File: src/shared/iar_pkg.sv
package iar_pkg;

    // ------------------------------------------------------------
    // Register map (byte addresses, one aligned word each)
    // ------------------------------------------------------------
    localparam logic [7:0] CTRL_OFS = 8'h00;
    localparam logic [7:0] DELAY_OFS = 8'h04;
    localparam logic [7:0] STATUS_OFS = 8'h08;
    localparam logic [7:0] INT_STATUS_OFS = 8'h0C;
    localparam logic [7:0] INT_CLEAR_OFS = 8'h10;
    localparam logic [7:0] INT_ENABLE_OFS = 8'h14;

    // ------------------------------------------------------------
    // Control register fields
    // ------------------------------------------------------------
    localparam int CTRL_ACK_EN_BIT = 0;
    localparam int CTRL_PREV_FS_BIT = 1;
    localparam int CTRL_INS_FS_BIT = 2;
    localparam logic [2:0] CTRL_RST = 3'h1;

    // ------------------------------------------------------------
    // Alarm delay, counted in millisecond ticks
    // ------------------------------------------------------------
    localparam int DELAY_W = 16;
    localparam logic [15:0] DELAY_RST = 16'h03E8;
    localparam int CLK_PERIOD_NS = 100;
    localparam int TICK_PERIOD_NS = 1000000;
    localparam int TICK_CYCLES = TICK_PERIOD_NS / CLK_PERIOD_NS;

    // ------------------------------------------------------------
    // Status register fields
    // ------------------------------------------------------------
    localparam int STS_STATE_LSB = 0;
    localparam int STS_PREV_ALARM_BIT = 4;
    localparam int STS_INS_ALARM_BIT = 5;
    localparam int STS_PREV_LED_BIT = 6;
    localparam int STS_INS_LED_BIT = 7;
    localparam int STS_PREV_RELAY_BIT = 8;
    localparam int STS_INS_RELAY_BIT = 9;
    localparam int STS_FAULT_IN_BIT = 10;
    localparam int STS_PREV_IN_BIT = 11;

    // ------------------------------------------------------------
    // Interrupt events
    // ------------------------------------------------------------
    localparam int EV_W = 4;
    localparam int EV_PREV_BIT = 0;
    localparam int EV_ALARM_BIT = 1;
    localparam int EV_ACK_BIT = 2;
    localparam int EV_CORR_BIT = 3;
    localparam logic [3:0] INT_EN_RST = 4'h0;

    // ------------------------------------------------------------
    // Alarm sequencer states
    // ------------------------------------------------------------
    typedef enum logic [2:0] {
        ST_NORMAL,
        ST_PREV,
        ST_DELAY,
        ST_ALARM,
        ST_ACKED
    } iar_state_t;

endpackage

File: src/verilog/iar_delay_timer.sv
`timescale 1ns/1ps
module iar_delay_timer
    import iar_pkg::*;
#(
    parameter int TICKS = TICK_CYCLES
)
(
    input wire logic clk_i,
    input wire logic rstn_i,
    input wire logic run_i,
    input wire logic [DELAY_W-1:0] delay_i,
    output logic done_o
);

    // ------------------------------------------------------------
    // Millisecond prescaler and delay counter
    // ------------------------------------------------------------
    logic [31:0] pre_r;
    logic [DELAY_W-1:0] ms_r;
    logic tick;
    logic at_limit;

    assign tick = (pre_r == 32'(TICKS - 1));
    assign at_limit = (ms_r >= delay_i);

    // Done is a level while running; a zero delay expires at once
    assign done_o = run_i & at_limit;

    // Both counters restart whenever run drops, so each fault gets the full delay
    always_ff @(posedge clk_i or negedge rstn_i)
    begin
        if (!rstn_i)
        begin
            pre_r <= 32'h0000_0000;
            ms_r <= 16'h0000;
        end
        else if (!run_i)
        begin
            pre_r <= 32'h0000_0000;
            ms_r <= 16'h0000;
        end
        else
        begin
            pre_r <= tick ? 32'h0000_0000 : pre_r + 32'h0000_0001;
            if (tick && !at_limit)
            begin
                ms_r <= ms_r + 16'h0001;
            end
        end
    end

endmodule

File: src/verilog/iar_alarm_relay.sv
// Added by the designer: the placing of the registers and register access over APB.
`timescale 1ns/1ps
// Summary of operation
// (RULE1) Acknowledge enable setting, on after reset
// (RULE2) Preventive threshold crossed: relay and light on
// (RULE3) Fault held for delay: alarm relay and LED
// (RULE4) Ack enabled: press returns both relays rest
// (RULE5) Ack disabled: press leaves relays switched
// (RULE6) Ack disabled: relays rest only on recovery
// (RULE7) Fault corrected: LED off, back to normal
// (RULE8) Per-relay failsafe or standard coil polarity
module iar_alarm_relay
    import iar_pkg::*;
#(
    parameter int TICK_CYCLES_P = TICK_CYCLES
)
(
    input wire logic clk_i,
    input wire logic rstn_i,
    input wire logic psel_i,
    input wire logic penable_i,
    input wire logic pwrite_i,
    input wire logic [7:0] paddr_i,
    input wire logic [31:0] pwdata_i,
    output logic [31:0] prdata_o,
    output logic pready_o,
    output logic pslverr_o,
    input wire logic prev_below_i,
    input wire logic fault_i,
    input wire logic ack_button_i,
    output logic prev_relay_o,
    output logic ins_relay_o,
    output logic prev_led_o,
    output logic ins_led_o,
    output logic irq_o
);

    // ------------------------------------------------------------
    // Helpers
    // ------------------------------------------------------------

    // Coil drive: failsafe coils sit energized at rest and drop on alarm
    function automatic logic relay_coil(input logic alarm, input logic failsafe);
        relay_coil = failsafe ? ~alarm : alarm;
    endfunction

    // Word address match on the low address byte
    function automatic logic addr_is(input logic [7:0] addr, input logic [7:0] ofs);
        addr_is = (addr[7:2] == ofs[7:2]);
    endfunction

    // ------------------------------------------------------------
    // Declarations
    // ------------------------------------------------------------
    logic [2:0] ctrl_r;
    logic [DELAY_W-1:0] delay_r;
    logic [EV_W-1:0] int_sts_r;
    logic [EV_W-1:0] int_sts_nxt;
    logic [EV_W-1:0] int_en_r;
    logic [31:0] prdata_r;
    logic pslverr_r;
    iar_state_t state_r;
    iar_state_t state_nxt;
    logic prev_ack_r;
    logic prev_ack_nxt;
    logic ack_btn_r;
    logic prev_relay_r;
    logic ins_relay_r;
    logic prev_led_r;
    logic ins_led_r;
    logic prev_alarm_d_r;

    logic setup;
    logic wr_access;
    logic hit_ctrl;
    logic hit_delay;
    logic hit_status;
    logic hit_int_sts;
    logic hit_int_clr;
    logic hit_int_en;
    logic mapped;
    logic [31:0] rd_mux;
    logic [EV_W-1:0] clr_mask;
    logic [EV_W-1:0] events;
    logic ack_en;
    logic ack_press;
    logic timer_done;
    logic prev_alarm;
    logic ins_alarm;
    logic ins_led;
    logic corrected;
    logic ack_taken;
    iar_state_t rest_state;

    // ------------------------------------------------------------
    // APB decode
    // ------------------------------------------------------------

    // Zero wait state slave: every access completes in its first access cycle
    assign pready_o = 1'b1;
    assign setup = psel_i & ~penable_i;
    assign wr_access = psel_i & penable_i & pwrite_i;
    assign hit_ctrl = addr_is(paddr_i, CTRL_OFS);
    assign hit_delay = addr_is(paddr_i, DELAY_OFS);
    assign hit_status = addr_is(paddr_i, STATUS_OFS);
    assign hit_int_sts = addr_is(paddr_i, INT_STATUS_OFS);
    assign hit_int_clr = addr_is(paddr_i, INT_CLEAR_OFS);
    assign hit_int_en = addr_is(paddr_i, INT_ENABLE_OFS);
    assign mapped = hit_ctrl | hit_delay | hit_status | hit_int_sts | hit_int_clr | hit_int_en;
    assign pslverr_o = pslverr_r;
    assign prdata_o = prdata_r;

    // ------------------------------------------------------------
    // Configuration registers
    // ------------------------------------------------------------

    // Control and delay written at the access cycle only
    always_ff @(posedge clk_i or negedge rstn_i)
    begin
        if (!rstn_i)
        begin
            ctrl_r <= CTRL_RST; // see (RULE1)
            delay_r <= DELAY_RST;
            int_en_r <= INT_EN_RST;
        end
        else if (wr_access)
        begin
            if (hit_ctrl)
            begin
                ctrl_r <= pwdata_i[2:0]; // see (RULE1) (RULE8)
            end
            if (hit_delay)
            begin
                delay_r <= pwdata_i[DELAY_W-1:0];
            end
            if (hit_int_en)
            begin
                int_en_r <= pwdata_i[EV_W-1:0];
            end
        end
    end

    assign ack_en = ctrl_r[CTRL_ACK_EN_BIT];

    // Only the press edge counts, so a held button acknowledges once
    assign ack_press = ack_button_i & ~ack_btn_r;

    // ------------------------------------------------------------
    // Insulation alarm delay
    // ------------------------------------------------------------
    iar_delay_timer #(
        .TICKS(TICK_CYCLES_P)
    ) u_delay (
        .clk_i(clk_i),
        .rstn_i(rstn_i),
        .run_i(state_r == ST_DELAY),
        .delay_i(delay_r),
        .done_o(timer_done)
    );

    // ------------------------------------------------------------
    // Alarm sequencer
    // ------------------------------------------------------------

    // Where the block lands once the fault is gone
    assign rest_state = prev_below_i ? ST_PREV : ST_NORMAL;

    always_comb
    begin
        state_nxt = state_r;
        case (state_r)
            ST_NORMAL:
            begin
                if (fault_i)
                begin
                    state_nxt = ST_DELAY;
                end
                else if (prev_below_i)
                begin
                    state_nxt = ST_PREV; // see (RULE2)
                end
            end
            ST_PREV:
            begin
                if (fault_i)
                begin
                    state_nxt = ST_DELAY;
                end
                else if (!prev_below_i)
                begin
                    state_nxt = ST_NORMAL;
                end
            end
            ST_DELAY:
            begin
                // A fault that clears before the delay never raises the alarm
                if (!fault_i)
                begin
                    state_nxt = rest_state;
                end
                else if (timer_done)
                begin
                    state_nxt = ST_ALARM; // see (RULE3)
                end
            end
            ST_ALARM:
            begin
                if (!fault_i)
                begin
                    state_nxt = rest_state; // see (RULE6) (RULE7)
                end
                else if (ack_press && ack_en)
                begin
                    state_nxt = ST_ACKED; // see (RULE4)
                end
                // With ack disabled the press is ignored; see (RULE5)
            end
            ST_ACKED:
            begin
                if (!fault_i)
                begin
                    state_nxt = rest_state; // see (RULE7)
                end
            end
            default:
            begin
                state_nxt = ST_NORMAL;
            end
        endcase
    end

    assign ack_taken = (state_r == ST_ALARM) && (state_nxt == ST_ACKED);
    assign corrected = ((state_r == ST_ALARM) || (state_r == ST_ACKED)) && !fault_i;

    // Preventive relay stays muted after an ack until its own threshold recovers
    always_comb
    begin
        prev_ack_nxt = prev_ack_r;
        if (!prev_below_i)
        begin
            prev_ack_nxt = 1'b0;
        end
        else if (ack_taken)
        begin
            prev_ack_nxt = 1'b1; // see (RULE4)
        end
    end

    // Sequencer state, button history and sticky events; button resets released, so no false press
    always_ff @(posedge clk_i or negedge rstn_i)
    begin
        if (!rstn_i)
        begin
            state_r <= ST_NORMAL;
            prev_ack_r <= 1'b0;
            ack_btn_r <= 1'b0;
            int_sts_r <= 4'h0;
        end
        else
        begin
            state_r <= state_nxt;
            prev_ack_r <= prev_ack_nxt;
            ack_btn_r <= ack_button_i;
            int_sts_r <= int_sts_nxt;
        end
    end

    // ------------------------------------------------------------
    // Relay and indicator drive
    // ------------------------------------------------------------

    // Logical alarm levels, before coil polarity is applied
    assign prev_alarm = prev_below_i & ~prev_ack_nxt; // see (RULE2) (RULE4) (RULE6)
    assign ins_alarm = (state_nxt == ST_ALARM); // see (RULE3) (RULE4) (RULE5)
    // LED stays lit through an ack; only the recovery puts it out
    assign ins_led = (state_nxt == ST_ALARM) || (state_nxt == ST_ACKED); // see (RULE7)

    // Registered outputs avoid glitches on the relay coils
    always_ff @(posedge clk_i or negedge rstn_i)
    begin
        if (!rstn_i)
        begin
            prev_relay_r <= 1'b0;
            ins_relay_r <= 1'b0;
            prev_led_r <= 1'b0;
            ins_led_r <= 1'b0;
            prev_alarm_d_r <= 1'b0;
        end
        else
        begin
            prev_relay_r <= relay_coil(prev_alarm, ctrl_r[CTRL_PREV_FS_BIT]); // see (RULE8)
            ins_relay_r <= relay_coil(ins_alarm, ctrl_r[CTRL_INS_FS_BIT]); // see (RULE8)
            prev_led_r <= prev_below_i; // see (RULE2)
            ins_led_r <= ins_led; // see (RULE3)
            prev_alarm_d_r <= prev_alarm;
        end
    end

    assign prev_relay_o = prev_relay_r;
    assign ins_relay_o = ins_relay_r;
    assign prev_led_o = prev_led_r;
    assign ins_led_o = ins_led_r;

    // ------------------------------------------------------------
    // Interrupts
    // ------------------------------------------------------------
    assign events[EV_PREV_BIT] = prev_alarm & ~prev_alarm_d_r;
    assign events[EV_ALARM_BIT] = (state_r == ST_DELAY) && (state_nxt == ST_ALARM);
    assign events[EV_ACK_BIT] = ack_taken;
    assign events[EV_CORR_BIT] = corrected;

    assign clr_mask = (wr_access && hit_int_clr) ? pwdata_i[EV_W-1:0] : 4'h0;
    // A new event in the clearing cycle survives the clear
    assign int_sts_nxt = (int_sts_r & ~clr_mask) | events;

    assign irq_o = |(int_sts_r & int_en_r);

    // ------------------------------------------------------------
    // Read data
    // ------------------------------------------------------------
    always_comb
    begin
        rd_mux = 32'h0000_0000;
        if (hit_ctrl)
        begin
            rd_mux[2:0] = ctrl_r;
        end
        else if (hit_delay)
        begin
            rd_mux[DELAY_W-1:0] = delay_r;
        end
        else if (hit_status)
        begin
            rd_mux[STS_STATE_LSB +: 3] = state_r;
            rd_mux[STS_PREV_ALARM_BIT] = prev_alarm_d_r;
            rd_mux[STS_INS_ALARM_BIT] = (state_r == ST_ALARM);
            rd_mux[STS_PREV_LED_BIT] = prev_led_r;
            rd_mux[STS_INS_LED_BIT] = ins_led_r;
            rd_mux[STS_PREV_RELAY_BIT] = prev_relay_r;
            rd_mux[STS_INS_RELAY_BIT] = ins_relay_r;
            rd_mux[STS_FAULT_IN_BIT] = fault_i;
            rd_mux[STS_PREV_IN_BIT] = prev_below_i;
        end
        else if (hit_int_sts)
        begin
            rd_mux[EV_W-1:0] = int_sts_r;
        end
        else if (hit_int_en)
        begin
            rd_mux[EV_W-1:0] = int_en_r;
        end
    end

    // Captured in setup so data and error are stable through the access cycle
    always_ff @(posedge clk_i or negedge rstn_i)
    begin
        if (!rstn_i)
        begin
            prdata_r <= 32'h0000_0000;
            pslverr_r <= 1'b0;
        end
        else if (setup)
        begin
            prdata_r <= pwrite_i ? 32'h0000_0000 : rd_mux;
            pslverr_r <= ~mapped;
        end
    end

endmodule

File: config.mk
export PLATFORM = sky130hd
export DESIGN_NAME = iar_alarm_relay
export DESIGN_NICKNAME = d
export VERILOG_FILES = /design/src/shared/iar_pkg.sv /design/src/verilog/iar_delay_timer.sv /design/src/verilog/iar_alarm_relay.sv
export SDC_FILE = /design/constraint.sdc
export NUM_CORES = 1
export LEC_CHECK = 0
export BUFFER_PORTS_ARGS = -buffer_cell sky130_fd_sc_hd__buf_2
export CELL_PAD_IN_SITES_DETAIL_PLACEMENT = 0
export CELL_PAD_IN_SITES_GLOBAL_PLACEMENT = 1
export CORE_MARGIN = 5
export CORE_UTILIZATION = 44
export CTS_CLUSTER_SIZE = 40
export DETAILED_ROUTE_END_ITERATION = 10
export PLACE_DENSITY = 0.89
export SETUP_SLACK_MARGIN = 0.2
export SLEW_MARGIN = 20
export SYNTH_ARGS = -nofsm -noshare
export SYNTH_HDL_FRONTEND = slang
export SYNTH_SLANG_ARGS = --single-unit
File: constraint.sdc
create_clock -name clk_i -period 2.9 [get_ports clk_i]
set_input_delay 0.435 -clock clk_i [delete_from_list [all_inputs] [get_ports clk_i]]
set_output_delay 0.435 -clock clk_i [all_outputs]
set_load 0.03 [all_outputs]
---- Word level (Yosys, flattened, before mapping) ----
Index checks and enable logic that the tools add are counted.
operators by class
  multiplexer cells ....................... 30
  magnitude comparators ................... 1
  bitwise gates (word level) .............. 23
  $add $sub $neg .......................... 2
  equality and inequality tests ........... 13
  reductions and logical operators ........ 16
operator list
  kind                                                                      count
  32-bit two-way mux                                                        2
  16-bit two-way mux                                                        3
  3-bit two-way mux                                                         11
  32-bit by 1-bit adder with 32-bit output (second input constant)          1
  32-bit by 14-bit equality test with 1-bit output (second input constant)  1
  16-bit by 1-bit adder with 16-bit output (second input constant)          1
  16-bit >= comparator                                                      1
  4-bit two-way mux                                                         4
  3-bit case mux with 5 select lines                                        1
  13-bit two-way mux                                                        1
  6-bit by 2-bit equality test with 1-bit output (second input constant)    2
  6-bit by 3-bit equality test with 1-bit output (second input constant)    2
  12-bit two-way mux                                                        1
  3-bit by 2-bit equality test with 1-bit output (second input constant)    3
  4-bit bitwise AND                                                         2
  8-bit two-way mux                                                         1
  1-bit bitwise AND                                                         7
  1-bit inverter                                                            7
  3-bit equality test (second input constant)                               2
  6-bit by 1-bit equality test with 1-bit output (second input constant)    1
  1-bit logical AND                                                         6
  6-bit zero test                                                           1
  1-bit two-way mux                                                         6
  2-bit AND reduction                                                       3
  other kinds (9)                                                           15
word-level totals
  output and inout port bits .............. 39
  register bits after elaboration ......... 118
  word-level logic and storage cells ...... 101

---- Longest topological paths before layout ----
  depth after elaboration ................. 14
  mapped depth ............................ 9
  depth with buffers taken out ............ 8

---- Hierarchy ----
Synthesis repeated with hierarchy kept, for this count alone.
unflattened totals
  cell total of the unflattened synthesis .. 544
  area total of the unflattened synthesis .. 5,480.3 µm²
by module, submodules not included
  module           area each (µm²)  times used  cells an instance  sequential area each (µm²)
  iar_delay_timer  2,929.1          1           327                1,201.2
  iar_alarm_relay  2,551.2          1           217                1,360.1

---- Worst setup path after synthesis ----
No wires, ideal clock.
  path kind ............................... reg2reg
  from .................................... reg delay_r[9]
  to ...................................... reg u_delay.ms_r[1]
  path buffers ............................ 1
  cell stages (with the launch flop) ...... 10
  arrival time ............................ 2,221 ps
  slack ................................... 547 ps
  period minus slack after synthesis ...... 2,353 ps
  cell sequence ........................... dfstp_2 -> inv_1 -> ha_1 -> nand4_1 -> or4_1 -> o32a_2 -> nand3_2 -> buf_6 -> mux2i_1 -> nor2_1
between the ends
  cells in the longest elaborated chain, start to end .. 4
ends and longest elaborated chain
  what                            line                    source
  start, declared                 iar_alarm_relay.sv:56   logic [DELAY_W-1:0] delay_r;
  start signal, assigned          iar_alarm_relay.sv:134  delay_r <= pwdata_i[DELAY_W-1:0];
  16-bit >= comparator            iar_delay_timer.sv:24   assign at_limit = (ms_r >= delay_i);
  1-bit zero test                 iar_delay_timer.sv:45   if (tick && !at_limit)
  1-bit logical AND               iar_delay_timer.sv:45
  2-bit != test (no source line)  --
  end signal, assigned            iar_delay_timer.sv:47   ms_r <= ms_r + 16'h0001;
  end, declared                   iar_delay_timer.sv:19   logic [DELAY_W-1:0] ms_r;
Every way passes these cells.
A chain may end at the register's enable or synchronous reset.

---- Worst setup path after layout ----
  from .................................... reg delay_r[9]
  to ...................................... reg u_delay.ms_r[13]
Same word-level chain as after synthesis.

==> metrics.yaml <==
status:
  outcome: "complete, no violations"
clock_tree:
  cts_made_buffers: 9
  numClockSinks: 102
  htreeDepth: 3
  cts-resized-gates: 0
  clkSlewWorstSetupHoldPaths_ps: 70
  cts_root_buf: "clkbuf_16"
  cts_tree: "done"
  cts_buffer_depth: 2
  cts_setup_buffers: 0
  clock_latency_ps: 360
  postCtsHoldBufs: 0
drt:
  first_pass_iters: 5
  vias: 4263
  drtIter0Drc: 438
  ant_nets: 0
  drc: 0
  routed_via_density: 5.58
  avgRoutedWirePerCell_um: 15.9
  routed_wl_um: 12200
yosys:
  synth_compound_area_frac: 0.115
  synth.top_cell.area_share: 0.439
  synth-simple-area-share: 0.203
  synth_edf_count: 0
  synth_area_leaders: "dfrtp_1 44%, mux2_2 4.8%, ha_1 4.2%"
  synth_area_um2: 5420
  synth_area_leader_cell: "dfrtp_1"
  synth_xor_area_frac: 0.0485
  synthAdderAreaFrac: 0.0416
  synth.most_common_cell: "dfrtp_1"
  yosysUniqueCellTypes: 67
  synth_top_family_by_area: "simple AND/OR/NAND/NOR gates"
  synthMuxAreaShare: 0.0552
  synth_cells: 545
  seq_area_frac_synth: 0.473
  synth_flop_cell: "dfrtp_1"
  async_flop_share: 1.00
  synth-seq-cells: 102
  yosysWarningCount: 0
  synth.avg_cell_area_um2: 9.94
  synth_common_cells: "95 x dfrtp_1, 49 x nand2_1, 49 x nor2_1"
timing:
  maxSlewViolCount: 0
  maxSlewHeadroom: 0.496
  period_share: 0.884
  tightest_slew_ps: 755
  finalSetupViolations: 0
  fmax_mhz: 390
  holdWs_ps: 143
  hold_violations: 0
  fin_crit_ps: 2560
  rsz0062_at_grt: "yes"
  fin_setup_tns_ps: 0
  worst_clock_skew_ps: 6.67
placed_design:
  placedCellCount: 748
  dp_hpwl_um: 8820
  place.gp.congestion: 0.848
  port_buffers: 51
layout:
  syn_to_final_growth_pct: 12.4
  seq_area_um2: 2560
  nNetsFinal: 657
  multiInputGateArea_um2: 2590
  fillCellCount: 1075
  antennaDiodeCount: 0
  drive_gt1_frac: 0.193
  stdcell_count: 764
die:
  core-area_um2: 12100
  ios: 87
  start_util: 0.449
  die-height_um: 121
  rows: 40
  die_w_um: 121
  dieArea_um2: 14600
global_routing:
  grt_use_total: 0.177
  antenna_found_initial: 0
  grt_overflow: 0
  grt_max_degree: 60
  grt_pass1_wl_um: 20900
  grt_pass1_vias: 4163
power:
  vdd_ir_drop_max_uv: 248
  p_leak_nw: 2.80
  switching_power_uw: 777
  seqPwrFrac: 0.493
  swShare: 0.258
  power.total_mw: 3.01
  p_int_mw: 2.24
  pwr-share-clk: 0.414
  p_comb_frac: 0.093
  p_per_area_nw_per_um2: 495
setup_path:
  crit_fanout: 10
  arrival_ps: 2800
  worstSetupPathType: "reg -> reg"
  critPathRequiredTime_ps: 3140
  end_kind: "flip-flop"
  start_kind: "flip-flop"
min_path:
  hold_class: "in -> async"
job:
  drv_cap: 0
area by class of cell:
cell class | instances | area share
Tap cell | 168 | 0.0345
Clock inverter | 5 | 0.00945
Timing Repair Buffer | 55 | 0.0493
Sequential cell | 102 | 0.421
Inverter | 33 | 0.0203
Clock buffer | 11 | 0.0399
Multi-Input combinational cell | 390 | 0.426
critical path: stages (launching register included):
cell      delay (ps)
dfstp_2          550
inv_1             50
ha_1             290
nand4_1          140
or4_1            520
o32a_2           390
nand2_2          190
o311ai_0         180
o41ai_1          120
power by group through the flow:
stage / combinational [mW] / sequential (mW) / clock, mW
3_5_place_dp: 0.278 / 1.51 / 0
2_1_floorplan: 0.180 / 1.52 / 0
4_1_cts: 0.280 / 1.48 / 1.27
6_report: 0.280 / 1.48 / 1.25
5_1_grt: 0.311 / 1.49 / 1.33
3_3_place_gp: 0.271 / 1.51 / 0
final timing paths:
check,from,depth (start not counted),end,slack (ps)
worst max-delay path,delay_r[9],8,u_delay.ms_r[13],340
worst min-delay path,rstn_i,1,prdata_o[9],140
worst max register to register,delay_r[9],8,u_delay.ms_r[13],340
worst min register to register,u_delay.pre_r[0],1,u_delay.pre_r[0],470
max in group asynchronous,rstn_i,2,u_delay.pre_r[20],2040
min in group clk_i,ack_button_i,1,ack_btn_r,210
through the flow:
step	area (µm²)	util	setup WS, ps
after floorplan	5480	-	547
after global placement	5780	0.479	384
after detailed placement	5780	0.479	329
after CTS	6080	0.504	309
after global routing	6090	0.505	197
final	6090	0.505	338
metal layers:
metal	up-vias	wire length, µm	GRT usage
li1	2017	-	-
met5	-	0	0
met1	2115	5500	0.242
met4	0	153	0.0453
met3	13	716	0.0457
met2	118	5810	0.281
cells by family (layout without fill, tap and decap cells):
family | after synthesis | count (layout)
multiplexers | 27 | 27
flip-flops | 102 | 102
XOR/XNOR | 30 | 30
other | 2 | 17
adder cells (fa/ha/maj) | 18 | 18
AND/OR/NAND/NOR | 207 | 207
AO/OA/AOI/OAI | 91 | 91
buffers and inverters | 68 | 104
cell usage in the layout (no fill, tap or decap), types with 4 or more instances in the layout:
cell / count
nor4_1: 12
nand4_1: 13
mux2_2: 23
xor2_1: 17
or4_1: 7
a21o_1: 4
and3_1: 8
dfrtp_1: 95
mux2i_1: 4
inv_1: 33
o21ai_0: 20
a21oi_1: 25
or3_1: 9
nor4b_1: 4
clkbuf_16: 9
buf_2: 50
nor2_1: 49
xnor2_1: 13
ha_1: 18
nor2b_1: 4
o31ai_1: 4
a22o_1: 4
nand2_1: 49
conb_1: 17
a222oi_1: 8
dfstp_2: 7
buf_4: 4
nor3_1: 7
and4_1: 4
nand3_1: 19
nand2b_1: 5
state kept, by name (all words and copies together) (netlist names):
register and count:
state_r 3, ack_btn_r 1, int_en_r 4, delay_r 16, ins_led_o 1, pslverr_o 1, prev_led_o 1, prev_alarm_d_r 1
prdata_o 16, prev_ack_r 1, ctrl_r 3, int_sts_r 4, ins_relay_o 1, u_delay.pre_r 32, prev_relay_o 1, u_delay.ms_r 16
No activity file was read; power rests on OpenSTA's default activity.
